--- config.mk ---
export PLATFORM = sky130hd
export DESIGN_NAME = gpio_block
export DESIGN_NICKNAME = d
export VERILOG_FILES = /design/src/gpio_pkg.sv /design/src/gpio_port_bank.sv /design/src/gpio_block.sv
export VERILOG_INCLUDE_DIRS = /design/src
export SDC_FILE = /design/constraint.sdc
export NUM_CORES = 1
export LEC_CHECK = 0
export BUFFER_PORTS_ARGS = -buffer_cell sky130_fd_sc_hd__buf_2
export CAP_MARGIN = 20
export CORE_UTILIZATION = 50
export CTS_CLUSTER_SIZE = 28
export DETAILED_ROUTE_END_ITERATION = 8
export GPL_TIMING_DRIVEN = 0
export PLACE_DENSITY = 0.82
export SLEW_MARGIN = 5
export SYNTH_ARGS = -nofsm -noshare
export SYNTH_HDL_FRONTEND = slang
export SYNTH_SLANG_ARGS = --single-unit
--- constraint.sdc ---
create_clock -name clk -period 5.2 [get_ports clk]
set_input_delay 0 -clock clk [delete_from_list [all_inputs] [get_ports clk]]
set_output_delay 0 -clock clk [all_outputs]
set_load 0.005 [all_outputs]
--- src/gpio_cfg.svh ---
// Behaviour
// - The block serves 22 pins: port 0 bits 0 to 5, port 1 bits 0 to 7 and port 5 bits 0 to 7.
// - A direction bit of 0 makes its pin an input and 1 an output, and every direction bit resets to 0.
// - Single direction bits can be set or cleared without disturbing the other bits of the register.
// - Port 0 pin 5 is input only and its direction position always reads as 1.
// - Port 0 pin 5 has no pull-up and its pull-up position is held at 0.
// - With the reset-pin option on, the port 0 bit 5 data value reads as a constant 1.
// - With the reset-pin option on, port 0 pin 5 acts as the reset input and not as an I/O pin.
// - With the comparator on, the channel field connects one pin to its negative input: 0 to 7 port 1, 8 to 11 port 5.
`ifndef GPIO_CFG_SVH
`define GPIO_CFG_SVH
`define ADDR_P0_DIR   8'hB8
`define ADDR_P1_DIR   8'hC1
`define ADDR_P5_DIR   8'hC5
`define ADDR_P0_DATA  8'hD0
`define ADDR_P1_DATA  8'hD1
`define ADDR_P5_DATA  8'hD5
`define ADDR_P0_PU    8'hE0
`define ADDR_P1_PU    8'hE1
`define ADDR_P5_PU    8'hE5
`define RST_REG       8'h00
`define P0_RESET_BIT  5
`define P0_MASK       8'h3F
`define CMP_CH_P5_LO  4'h8
`define CMP_CH_LAST   4'hB
`endif

--- src/gpio_pkg.sv ---
package gpio_pkg;
  typedef logic [7:0] byte_t;
  typedef enum logic [1:0] {
    BIT_NONE = 2'b00,
    BIT_SET  = 2'b01,
    BIT_CLR  = 2'b10
  } bit_op_e;
endpackage

--- src/gpio_port_bank.sv ---
`timescale 1ns/1ps
`include "gpio_cfg.svh"
// One 8-bit port: direction, pull-up and output latch with bit set and clear.
module gpio_port_bank
  import gpio_pkg::*;
(
  input  wire logic  clk,         // System clock.
  input  wire logic  rst_n,       // Synchronous reset, active low.
  input  wire logic  dir_wr,      // Whole-byte write of direction.
  input  wire logic  data_wr,     // Whole-byte write of the output latch.
  input  wire logic  pu_wr,       // Whole-byte write of pull-up enables.
  input  wire logic  dir_bit_en,  // Single-bit operation on direction.
  input  wire logic  data_bit_en, // Single-bit operation on the latch.
  input  bit_op_e    bit_op,      // Set or clear for single-bit access.
  input  wire [2:0]  bit_sel,     // Bit index for single-bit access.
  input  byte_t      wdata,       // Write data.
  output byte_t      direction,   // Direction register.
  output byte_t      out_latch,   // Output latch.
  output byte_t      pu_en        // Pull-up enable register.
);

  // Applies a single-bit set or clear to one byte.
  function automatic byte_t bit_apply(input byte_t cur, input bit_op_e op, input logic [2:0] sel);
    byte_t r;
    r = cur;
    if (op == BIT_SET) begin
      r[sel] = 1'b1;
    end else if (op == BIT_CLR) begin
      r[sel] = 1'b0;
    end
    return r;
  endfunction

  // Direction register; reset leaves every pin an input.
  always_ff @(posedge clk) begin
    if (!rst_n) begin
      direction <= `RST_REG;
    end else if (dir_wr) begin
      direction <= wdata;
    end else if (dir_bit_en) begin
      direction <= bit_apply(direction, bit_op, bit_sel);
    end
  end

  // Output latch, loaded by byte or single-bit writes.
  always_ff @(posedge clk) begin
    if (!rst_n) begin
      out_latch <= `RST_REG;
    end else if (data_wr) begin
      out_latch <= wdata;
    end else if (data_bit_en) begin
      out_latch <= bit_apply(out_latch, bit_op, bit_sel);
    end
  end

  // Pull-up enables, write only from software.
  always_ff @(posedge clk) begin
    if (!rst_n) begin
      pu_en <= `RST_REG;
    end else if (pu_wr) begin
      pu_en <= wdata;
    end
  end

endmodule

--- src/gpio_block.sv ---
`timescale 1ns/1ps
`include "gpio_cfg.svh"
// Three-port GPIO block with shared-function pin takeover.
module gpio_block
  import gpio_pkg::*;
(
  input  wire logic        clk,                          // System clock, 40 MHz.
  input  wire logic        rst_n,                        // Synchronous reset, active low.
  input  wire logic [7:0]  addr,                         // Register address.
  input  wire logic        wr_en,                        // Byte write strobe.
  input  wire logic        rd_en,                        // Read strobe.
  input  bit_op_e          bit_op,                       // Single-bit set or clear.
  input  wire logic [2:0]  bit_sel,                      // Bit index for bit operations.
  input  byte_t            wdata,                        // Write data.
  output byte_t            rdata,                        // Read data, registered.
  input  wire logic        reset_pin_option,             // Configuration: pin 0.5 is reset.
  input  wire logic [21:0] pin_in,                       // Pin levels: [5:0] port0, [13:6] port1, [21:14] port5.
  output logic      [21:0] pin_out,                      // Pin drive levels.
  output logic      [21:0] pin_oe,                       // High while the pin is driven.
  output logic      [21:0] pin_pullup,                   // Pull-up on per pin.
  output logic             ext_reset_n,                  // Reset request from pin 0.5, active low.
  input  wire logic        ext_irq_pin_enable,           // External interrupt uses pin 0.0.
  output logic             external_irq_input,           // Pin 0.0 level to the interrupt logic.
  input  wire logic        comparator_enable,            // Comparator on.
  input  wire logic        comparator_output_pin_enable, // Comparator output to pin 0.0.
  input  wire logic        comparator_output,            // Comparator result.
  input  wire logic [3:0]  comparator_channel_select,    // Negative input channel.
  output logic      [21:0] comparator_neg_input_ch,      // One-hot analog switch per pin.
  input  wire logic        timer_a_enable,               // Timer A running.
  input  wire logic [7:0]  lowpower_wave_out_select,     // Waveform output enables.
  input  wire logic [7:0]  lowpower_wave_output,         // Waveform levels.
  input  wire logic        timer_b_enable,               // Timer B running.
  input  wire logic        pwm_pin_output_enable,        // PWM to pin 5.3.
  input  wire logic        pwm_output,                   // PWM level.
  input  wire logic        serial_port_enable,           // Serial port on pins 5.0 to 5.2.
  input  wire logic        serial_clk_out,               // Serial clock level.
  input  wire logic        serial_clk_oe,                // Serial clock driven.
  input  wire logic        serial_data_out,              // Serial data output level.
  input  wire logic        two_wire_port_enable,         // Two-wire port on pins 5.0 and 5.1.
  input  wire logic        two_wire_scl_oe,              // Two-wire clock pulled low.
  input  wire logic        two_wire_sda_oe,              // Two-wire data pulled low.
  output logic             serial_clk_in,                // Pin 5.0 level to serial logic.
  output logic             serial_data_in                // Pin 5.1 level to serial logic.
);

  byte_t dir0, dir1, dir5;
  byte_t lat0, lat1, lat5;
  byte_t pu0, pu1, pu5;
  logic [21:0] dir_all, lat_all, pu_all;
  logic [21:0] fn_take, fn_level, fn_oe;
  logic        bit_access;
  byte_t       next_rdata;

  // Address decode; a single-bit operation is marked by a non-idle bit_op.
  function automatic logic hit(input logic [7:0] a, input logic [7:0] ref_addr);
    return a == ref_addr;
  endfunction

  assign bit_access = (bit_op != BIT_NONE);

  // The three ports share one bank structure.
  gpio_port_bank u_port0 (
    .clk         (clk),
    .rst_n       (rst_n),
    .dir_wr      (wr_en && !bit_access && hit(addr, `ADDR_P0_DIR)),
    .data_wr     (wr_en && !bit_access && hit(addr, `ADDR_P0_DATA)),
    .pu_wr       (wr_en && !bit_access && hit(addr, `ADDR_P0_PU)),
    .dir_bit_en  (wr_en && bit_access && hit(addr, `ADDR_P0_DIR)),
    .data_bit_en (wr_en && bit_access && hit(addr, `ADDR_P0_DATA)),
    .bit_op      (bit_op),
    .bit_sel     (bit_sel),
    .wdata       (wdata),
    .direction   (dir0),
    .out_latch   (lat0),
    .pu_en       (pu0)
  );
  gpio_port_bank u_port1 (
    .clk         (clk),
    .rst_n       (rst_n),
    .dir_wr      (wr_en && !bit_access && hit(addr, `ADDR_P1_DIR)),
    .data_wr     (wr_en && !bit_access && hit(addr, `ADDR_P1_DATA)),
    .pu_wr       (wr_en && !bit_access && hit(addr, `ADDR_P1_PU)),
    .dir_bit_en  (wr_en && bit_access && hit(addr, `ADDR_P1_DIR)),
    .data_bit_en (wr_en && bit_access && hit(addr, `ADDR_P1_DATA)),
    .bit_op      (bit_op),
    .bit_sel     (bit_sel),
    .wdata       (wdata),
    .direction   (dir1),
    .out_latch   (lat1),
    .pu_en       (pu1)
  );
  gpio_port_bank u_port5 (
    .clk         (clk),
    .rst_n       (rst_n),
    .dir_wr      (wr_en && !bit_access && hit(addr, `ADDR_P5_DIR)),
    .data_wr     (wr_en && !bit_access && hit(addr, `ADDR_P5_DATA)),
    .pu_wr       (wr_en && !bit_access && hit(addr, `ADDR_P5_PU)),
    .dir_bit_en  (wr_en && bit_access && hit(addr, `ADDR_P5_DIR)),
    .data_bit_en (wr_en && bit_access && hit(addr, `ADDR_P5_DATA)),
    .bit_op      (bit_op),
    .bit_sel     (bit_sel),
    .wdata       (wdata),
    .direction   (dir5),
    .out_latch   (lat5),
    .pu_en       (pu5)
  );

  // Flat 22-pin views; pin 0.5 is never an output and has no pull-up.
  assign dir_all = {dir5, dir1, 1'b0, dir0[4:0]};
  assign lat_all = {lat5, lat1, 1'b0, lat0[4:0]};
  assign pu_all  = {pu5, pu1, 1'b0, pu0[4:0]};

  // Shared digital functions claim their pins while enabled.
  always_comb begin
    fn_take  = '0;
    fn_level = '0;
    fn_oe    = '0;
    if (ext_irq_pin_enable) begin
      fn_take[0] = 1'b1;
    end
    if (comparator_enable && comparator_output_pin_enable) begin
      fn_take[0]  = 1'b1;
      fn_level[0] = comparator_output;
      fn_oe[0]    = 1'b1;
    end
    if (timer_a_enable) begin
      for (int i = 0; i < 4; i++) begin
        if (lowpower_wave_out_select[i]) begin
          fn_take[1 + i]  = 1'b1;
          fn_level[1 + i] = lowpower_wave_output[i];
          fn_oe[1 + i]    = 1'b1;
        end
      end
      for (int i = 4; i < 8; i++) begin
        if (lowpower_wave_out_select[i]) begin
          fn_take[14 + i]  = 1'b1;
          fn_level[14 + i] = lowpower_wave_output[i];
          fn_oe[14 + i]    = 1'b1;
        end
      end
    end
    if (timer_b_enable && pwm_pin_output_enable) begin
      fn_take[17]  = 1'b1;
      fn_level[17] = pwm_output;
      fn_oe[17]    = 1'b1;
    end
    if (serial_port_enable) begin
      fn_take[16:14]  = 3'b111;
      fn_level[14]    = serial_clk_out;
      fn_oe[14]       = serial_clk_oe;
      fn_level[16]    = serial_data_out;
      fn_oe[16]       = 1'b1;
    end else if (two_wire_port_enable) begin
      fn_take[15:14] = 2'b11;
      fn_oe[14]      = two_wire_scl_oe;
      fn_oe[15]      = two_wire_sda_oe;
    end
  end

  // Comparator negative input switch, one pin at a time.
  always_comb begin
    comparator_neg_input_ch = '0;
    if (comparator_enable) begin
      if (comparator_channel_select < `CMP_CH_P5_LO) begin
        comparator_neg_input_ch[6 + comparator_channel_select[2:0]] = 1'b1;
      end else if (comparator_channel_select <= `CMP_CH_LAST) begin
        comparator_neg_input_ch[18 + comparator_channel_select[1:0]] = 1'b1;
      end
    end
  end

  // Pin drive: shared function first, else the latch on output pins.
  // A selected comparator channel is analog, so its latch driver is off; a shared function that claims the pin still drives it.
  always_comb begin
    for (int i = 0; i < 22; i++) begin
      if (fn_take[i]) begin
        pin_out[i] = fn_level[i];
        pin_oe[i]  = fn_oe[i];
      end else begin
        pin_out[i] = lat_all[i];
        pin_oe[i]  = dir_all[i] && !comparator_neg_input_ch[i];
      end
    end
    pin_pullup = pu_all;
  end

  // Pin 0.5 feeds the reset logic when so configured, else it is an input.
  assign ext_reset_n        = reset_pin_option ? pin_in[`P0_RESET_BIT] : 1'b1;
  assign external_irq_input = ext_irq_pin_enable ? pin_in[0] : 1'b0;
  assign serial_clk_in      = pin_in[14];
  assign serial_data_in     = pin_in[15];

  // Read mux: inputs return pin levels, outputs the latch; pull-ups read zero.
  always_comb begin
    next_rdata = `RST_REG;
    case (addr)
      `ADDR_P0_DIR: begin
        next_rdata = {2'b00, 1'b1, dir0[4:0]};
      end
      `ADDR_P1_DIR: begin
        next_rdata = dir1;
      end
      `ADDR_P5_DIR: begin
        next_rdata = dir5;
      end
      `ADDR_P0_DATA: begin
        next_rdata = {2'b00, (reset_pin_option ? 1'b1 : pin_in[`P0_RESET_BIT]),
                      (dir0[4:0] & lat0[4:0]) | (~dir0[4:0] & pin_in[4:0])};
      end
      `ADDR_P1_DATA: begin
        next_rdata = (dir1 & lat1) | (~dir1 & pin_in[13:6]);
      end
      `ADDR_P5_DATA: begin
        next_rdata = (dir5 & lat5) | (~dir5 & pin_in[21:14]);
      end
      default: begin
        next_rdata = `RST_REG;
      end
    endcase
  end

  // Registered read data, held between reads.
  always_ff @(posedge clk) begin
    if (!rst_n) begin
      rdata <= `RST_REG;
    end else if (rd_en) begin
      rdata <= next_rdata;
    end
  end

endmodule

==> impl_metrics.ini, run 1 <==
[die]
ios = 183
dieArea_mm2 = 0.009548
core_region_area_mm2 = 0.008806
start_util_pct = 52.02
die_h_um = 97.72
rows = 34
die_w_um = 97.72

[setup_path]
arrival_ns = 2.57
r2r_slack_ns = 3.74
r2r_end = rdata[3]
critPathRequiredTime_ns = 5.47
worstSetupStartpoint = bit_op[1]
worstRegToRegCells = 4
worstPathCellList = buf_2 -> inv_1 -> ha_1 -> clkbuf_1 -> o21ai_1 -> nor3_1 -> buf_2 -> a21oi_1 -> a311oi_1
path_class = input pin to register
cpMaxStageDelayCell = nor3_1
cpMostUsedCell = buf_2
crit_fanout = 10
cp-end-kind = register
cpPeakStageDelay_ns = 0.88
crit_path_start_kind = input pin

[synthesis]
synth_seq_cells = 71
synth_most_common_cell = dfxtp_1
synth.distinct_cells = 64
ys_async_sr_fraction_pct = 0
yosysWarnings = 0
netlist_area_mm2 = 0.004581
yosysSeqAreaShare_pct = 31.03
synth_top_area_share_pct = 31.03
synthTopCellsByCount = 71 x dfxtp_1, 54 x mux2i_1, 48 x a21oi_1
syn_inst = 545
synth.area.top_cells = dfxtp_1 31%, mux2i_1 12%, a311oi_1 5.5%
yosys.area.top_type = dfxtp_1
syn_area_per_cell_um2 = 8.405
synth_edf_count = 0
synth_ff_type = dfxtp_1

[final_layout]
drive_above_1_share_pct = 31.71
post_layout_nonfiller_instances = 846
insertedDiodeCount = 0
nets = 820
regArea_mm2 = 0.001421
area_growth_pct = 27.42
multi_input_area_mm2 = 0.002855
num-fill-cells = 760

[clock_tree]
cts_tree = done
clockRootBuffer = clkbuf_8
cts_sinks = 71
cts_resized = 0
clk_pin_slew_ns = 0.08
clockBufferDepth = 2
h-tree-depth = 3
clk_latency_ns = 0.36
cts_buffers = 9

[timing]
slew_headroom_pct = 34.48
rsz0062_at_grt = false
drv_slew = 0
fin_setup_tns_ns = 0
min_period_over_period_pct = 44.13
min_period_ns = 2.295
worst_pin_slew_ns = 0.9754
max_freq_ghz = 0.4358
setup_viol = 0
report.final.hold_viol_count = 0
fin_skew_ns = 0.007479

[detailed_routing]
drt_iter0_markers = 494
drt-pass1-iter-count = 8
antenna_left = 0
vias = 5186
viasPerCell = 6.130
routedWlPerCell_um = 19.71
routed_wl_um = 16670
drc = 36

[place]
post-place-cells = 826
port_buffers = 169
place_hpwl_um = 12690
place_congestion = 0.9288

[power_and_ir_drop]
leakagePower_uw = 0.002585
ir_drop_v = 0.0001574
p_per_area_mw_per_mm2 = 211.2

[global_routing]
grt_pass1_vias = 4880
track_usage_pct = 34.55
antenna_found_initial = 0
grt_max_degree = 14
gr-total-overflow = 0
grt_pass1_wl_um = 25760

[outcome]
violations = DRC
status = finished with violations

[flow_run]
cap_violations = 0

[min_path]
hold_class = input pin to register
[report_power, final]
part	leakage [µW]	switching [µW]	internal, µW
clock network	0.000102	228	271
logic	0.00191	114	73.1
registers	0.000573	1.65	545
total	0.00258	344	889
[cell type report]
class,instances,area share (%)
buffer,46,3.923
tap,108,2.315
inverter,24,1.543
multi-input combinational,408,48.92
timing repair buffer,173,15.18
sequential,71,24.35
clock inverter,7,1.651
clock buffer,9,2.122
[metal layers]
layer,track usage [%],wire length [µm],vias to the layer above
li1,-,-,2405
met1,43.45,6773,2393
met2,56.79,7585,338
met3,7.194,1707,50
met4,15.97,608,0
met5,0,0,-
[what timing repair did]
item / CTS / global route
hold buffers: 4 / 0
hold endpoints to repair: 8 / 0
setup buffers: 0 / 0
[metrics by stage]
| stage | utilization [%] | worst slack, ns | hold WS, ns | cell area [µm²] | total power, µW |
|---|---|---|---|---|---|
| after floorplan | - | 3.491 | 0.03303 | 4596 | 657.1 |
| after global placement | 63.33 | 2.634 | 0.2675 | 5577 | 736.2 |
| after detailed placement | 63.33 | 2.587 | 0.2627 | 5577 | 739.5 |
| after CTS | 66.28 | 2.927 | 0.003365 | 5837 | 1231 |
| after global routing | 66.28 | 2.704 | 0.01950 | 5837 | 1268 |
| final | 66.28 | 2.905 | 0.004445 | 5837 | 1233 |
[worst min-delay path by stage]
stage | startpoint | to | slack (ns) | cells after the start
CTS | wdata[2] | u_port0.pu_en[2] | 0.003 | 3
floorplan | two_wire_port_enable | pin_out[15] | 0.03 | 1
finish | wdata[2] | u_port0.pu_en[2] | 0.004 | 3
detailed placement | pin_in[5] | ext_reset_n | 0.26 | 3
global placement | serial_data_out | pin_out[16] | 0.27 | 4
global route | wdata[2] | u_port0.pu_en[2] | 0.02 | 3
[kinds of logic (layout without fill, tap and decap cells)]
logic type / count (synthesis) / after routing / synth area share (%)
mux: 71 / 71 / 15.98
fa+ha+maj: 4 / 4 / 1.093
simple gates: 166 / 166 / 21.36
buf+inv: 70 / 259 / 6.965
compound gates: 162 / 162 / 23.49
other cells: 1 / 5 / 0.08187
flops: 71 / 71 / 31.03
[worst max-delay path, delay by kind of cell]
kind	cells	cell delay [ns]
buf+inv	4	0.83
compound gates	3	0.70
simple gates	1	0.88
fa+ha+maj	1	0.14
[cell usage in the layout, fill, tap and decap left out, types with 7 or more instances in the layout]
cell,n
a21oi_1,48
a311oi_1,29
and2_1,9
and3_1,21
buf_2,175
buf_4,7
clkbuf_1,27
clkbuf_8,9
dfxtp_1,71
inv_1,23
mux2_2,17
mux2i_1,54
nand2_1,32
nand3_1,8
nor2_1,34
nor2b_1,12
nor3_1,11
o21ai_0,26
o22ai_1,7
Power figures use the tool's default switching activity.
==> inputs of run 2 (changes only) <==
ABC_AREA = 1   (was default)
PLACE_DENSITY = 0.81   (was 0.82)
clock period = 2.2 ns   (was 5.2 ns; I/O delays follow)
==> impl_metrics.ini, run 2 <==
[detailed_routing]
drt_iter0_markers = 501
drc = 0
vias = 6279
antenna_left = 0
viasPerCell = 5.294
routedWlPerCell_um = 14.94
routed_wl_um = 17720
drt-pass1-iter-count = 6

[clock_tree]
cts_sinks = 71
clockRootBuffer = clkbuf_8
clk_latency_ns = 0.37
h-tree-depth = 3
cts_buffers = 9
cts_resized = 0
clk_pin_slew_ns = 0.10
cts_tree = done
cts_hold_buf = 8
clockBufferDepth = 2
cts_setup_buffers = 0

[die]
start_util_pct = 52.02
rows = 35
ios = 183
dieArea_mm2 = 0.01010
core_region_area_mm2 = 0.009328
die_h_um = 100.5
die_w_um = 100.5

[min_path]
worstHoldPathCells = 4
min_from = rd_en
hold_class = input pin to register
min_to = rdata[5]

[synthesis]
ys_async_sr_fraction_pct = 0
yosysWarnings = 0
synth_ff_type = dfxtp_1
synth_seq_cells = 71
syn_area_per_cell_um2 = 5.682
synth.distinct_cells = 27
yosysSeqAreaShare_pct = 29.29
synth.area.top_cells = dfxtp_1 29%, nand2_1 18%, nor2_1 16%
synth_edf_count = 0
synthTopCellsByCount = 230 x nand2_1, 202 x nor2_1, 83 x o21ai_0
synth_top_area_share_pct = 29.29
netlist_area_mm2 = 0.004852
syn_inst = 854
synth_most_common_cell = nand2_1
yosys.area.top_type = dfxtp_1

[outcome]
status = finished, final reports clean

[place]
port_buffers = 175
place_hpwl_um = 13390
place_congestion = 0.9778

[final_layout]
final_cell_mix = 230 x nand2_1, 202 x nor2_1, 183 x buf_2, 83 x o21ai_0, 81 x inv_1
area_growth_pct = 27.67
nets = 1139
final_common_cell = nand2_1
insertedDiodeCount = 0
drive_above_1_share_pct = 23.46

[timing]
report.final.hold_viol_count = 0
max_freq_ghz = 0.6444
rsz0062_at_grt = false
worst_pin_slew_ns = 0.6415
fin_skew_ns = 0.01266
min_period_ns = 1.552
drv_slew = 0
slew_headroom_pct = 57.23
setup_viol = 0
fin_setup_tns_ns = 0
min_period_over_period_pct = 70.54

[setup_path]
path_class = input pin to register
worstRegToRegCells = 7
r2r_end = rdata[5]
cp-end-kind = register
r2r_slack_ns = 1.10
critPathRequiredTime_ns = 2.50
arrival_ns = 1.85
crit_fanout = 5
crit_path_start_kind = input pin
worstSetupStartpoint = bit_op[0]

[flow_run]
cap_violations = 0

[global_routing]
antenna_found_initial = 0
gr-total-overflow = 0
grt_max_degree = 15
track_usage_pct = 34.85
grt_pass1_wl_um = 26970
grt_pass1_vias = 5397

[power_and_ir_drop]
leakagePower_uw = 0.003259
p_per_area_mw_per_mm2 = 464.8
ir_drop_v = 0.0004158
total_power_uw = 2880
==> run 2: cell types whose count changed in the layout (fill, tap and decap cells not counted), moves of 16 or more <==
cell      previous run  this run
a21oi_1             48        23
nor2_1              34       202
mux2i_1             54         0
nand2_1             32       230
inv_1               23        81
clkbuf_1            27        11
and3_1              21         0
nand3_1              8        57
a311oi_1            29         0
o21ai_0             26        83
==> run 2: cell type report <==
| type | instances | area [µm²] |
|---|---|---|
| clock buffer | 10 | 137.6 |
| fill | 925 | 3133 |
| buffer | 31 | 178.9 |
| multi-input combinational | 661 | 2910 |
| inverter | 95 | 356.6 |
| sequential | 71 | 1421 |
| clock inverter | 6 | 72.57 |
| tap | 129 | 161.4 |
| timing repair buffer | 183 | 955.9 |
==> run 2: cells by family after synthesis <==
kind of cell,Yosys count,synth area share (%)
and+or+nand+nor,520,44.09
AOI/OAI and AO/OA,127,13.31
buffers and inverters,126,11.04
DFF,71,29.29
muxes,5,1.160
adders and majority gates,4,1.032
other,1,0.07729
==> run 2: critical path, stage by stage <==
cell	delay [ns]
buf_2	0.09
inv_1	0.04
ha_1	0.26
nor2_1	0.03
nor2_1	0.48
nand3_1	0.42
inv_2	0.21
nand2_1	0.09
nand2_1	0.07
nand2_1	0.05
nor2_1	0.11
==> run 2: worst max path at each step <==
stage,cells after the start,to
after detailed placement,11,register
after global routing,11,register
final,11,register
after CTS,9,pin_oe[3]
after global placement,11,register
after floorplan,10,register
==> run 2: report_power, final <==
| part | switching (µW) | internal [µW] | leakage (µW) |
|---|---|---|---|
| logic | 265 | 161 | 0.00258 |
| registers | 4.21 | 1290 | 0.000573 |
| clock network | 587 | 571 | 0.000104 |
| total | 856 | 2020 | 0.00326 |
==> run 2: stage by stage <==
step / std cells / hold slack (ns) / cell area, µm² / utilization, % / worst slack, ns
6_report: 1186 / 0.01364 / 6195 / 66.41 / 0.6481
5_1_grt: 1186 / 0.06670 / 6195 / 66.41 / 0.5293
4_1_cts: 1186 / 0.002010 / 6195 / 66.41 / 0.7858
3_5_place_dp: 1162 / 0.2369 / 5904 / 63.30 / 0.4239
3_3_place_gp: 1162 / 0.2350 / 5904 / 63.30 / 0.4220
2_1_floorplan: 858 / 0.04543 / 4867 / - / 0.9295
==> run 2: metal layers <==
metal  GRT usage (%)  vias to the layer above  part of all wire, %
li1                -                     3073                    -
met1           43.24                     2790                   39
met2           57.59                      369                   45
met3           8.183                       47                   12
met4           15.38                        0                  3.2
met5               0                        -                    0
==> inputs of run 3 (changes only) <==
clock period = 1.6 ns   (was 2.2 ns; I/O delays follow)
==> impl_metrics.ini, run 3 (synthesized netlist as in run 2, its figures left out) <==
[clock_tree]
cts_tree = done
clk_pin_slew_ns = 0.09
clockRootBuffer = clkbuf_8
cts_setup_buffers = 0
clockBufferDepth = 2
cts_buffers = 9
h-tree-depth = 3
clk_latency_ns = 0.37
cts_sinks = 71

[timing]
min_period_ns = 1.445
setup_viol = 0
fin_skew_ns = 0.01108
min_period_over_period_pct = 90.28
rsz0062_at_grt = false
slew_headroom_pct = 57.02
setup_ws_ns = 0.1555
max_freq_ghz = 0.6923
report.final.hold_viol_count = 0
worst_pin_slew_ns = 0.6447
fin_setup_tns_ns = 0
drv_slew = 0

[setup_path]
path_class = input pin to output pin
cp-end-kind = output pin
cpMaxStageDelayCell = nor3_1
cpMostUsedCell = inv_1
worstPathCellList = buf_2 -> inv_1 -> ha_1 -> inv_1 -> nor2_1 -> inv_1 -> nor3_1 -> o21ai_0 -> buf_2
crit_fanout = 7
critPathBufInv = 5
arrival_ns = 1.44
critPathRequiredTime_ns = 1.60
cpPeakStageDelay_ns = 0.46
cp_top_family = simple AND/OR/NAND/NOR gates
crit_path_start_kind = input pin

[die]
start_util_pct = 52.02
dieArea_mm2 = 0.01010
die_w_um = 100.5
die_h_um = 100.5
core_region_area_mm2 = 0.009328
ios = 183
rows = 35

[flow_run]
cap_violations = 0

[detailed_routing]
drt_iter0_markers = 541
vias = 6273
drt-pass1-iter-count = 6
antenna_left = 0
routedWlPerCell_um = 14.88
viasPerCell = 5.289
drc = 0
routed_wl_um = 17650

[final_layout]
num-fill-cells = 926
regArea_mm2 = 0.001421
multi_input_area_mm2 = 0.002913
final_cell_mix = 230 x nand2_1, 201 x nor2_1, 183 x buf_2, 83 x o21ai_0, 81 x inv_1
final_cell_area_mm2 = 0.006197
drive_above_1_share_pct = 23.56
insertedDiodeCount = 0
area_growth_pct = 27.72
nets = 1139
final_common_cell = nand2_1

[place]
place_congestion = 0.9778
place_hpwl_um = 13390
dpl_cell_area_mm2 = 0.005904
dpl_worst_slack_ns = -0.1761
port_buffers = 175

[global_routing]
grt_pass1_wl_um = 26970
gr-total-overflow = 0
track_usage_pct = 34.85
grt_pass1_vias = 5397
antenna_found_initial = 0
grt_max_degree = 15

[power_and_ir_drop]
ir_drop_v = 0.0005672
p_per_area_mw_per_mm2 = 638.0
leakagePower_uw = 0.003259

[outcome]
status = finished, final reports clean

[min_path]
hold_class = input pin to register
==> run 3: cell counts in the layout (fill, tap and decap cells not counted) <==
Identical to the previous run, type by type.
==> run 3: through the flow <==
step | std cells | total power, µW | util, % | hold slack [ns]
after floorplan | 858 | 2111 | - | 0.04543
after global placement | 1162 | 2372 | 63.30 | 0.2350
after detailed placement | 1162 | 2378 | 63.30 | 0.2369
after CTS | 1186 | 3934 | 66.41 | 0.002010
after global routing | 1186 | 4105 | 66.44 | 0.06670
final | 1186 | 3954 | 66.44 | 0.01045
==> run 3: worst paths after layout <==
check                                             startpoint                to  slack, ns  cells after the start
worst min-delay path                                   rd_en          rdata[5]       0.01                      4
worst max-delay path            comparator_channel_select[1]         pin_oe[3]       0.16                      9
worst min register to register              u_port5.pu_en[3]  u_port5.pu_en[3]       0.49                      2
worst max register to register                      register          rdata[5]       0.50                      7
==> run 3: final cells by class <==
cell class                 count  area share, %
multi-input combinational    661          47.00
inverter                      95          5.754
buffer                        31          2.887
timing repair buffer         183          15.43
tap                          129          2.604
clock inverter                 6          1.171
sequential                    71          22.94
clock buffer                  10          2.221
==> run 3: what timing repair did <==
| item | 4_1_cts | 5_1_grt |
|---|---|---|
| setup endpoints to repair | 0 | 7 |
| hold endpoints to repair | 21 | 0 |
| gates resized for setup | 0 | 1 |
| hold buffers | 8 | 0 |
==> run 3: report_power, final <==
part | internal [µW] | switching [µW] | total [µW]
sequential | 1780 | 5.76 | 1780
clock | 785 | 802 | 1590
combinational | 222 | 363 | 585
==> run 3: metal layers <==
layer	up-vias	track usage (%)	part of all wire [%]
met1	2781	43.24	39
met4	0	15.38	3.3
met3	48	8.183	12
li1	3070	-	-
met2	374	57.59	46
met5	-	0	0
==> run 3: worst min-delay path, cell delays in order <==
cell and delay [ns]:
buf_2 0.12, nand2_1 0.06, nor2_1 0.04, a21oi_1 0.12
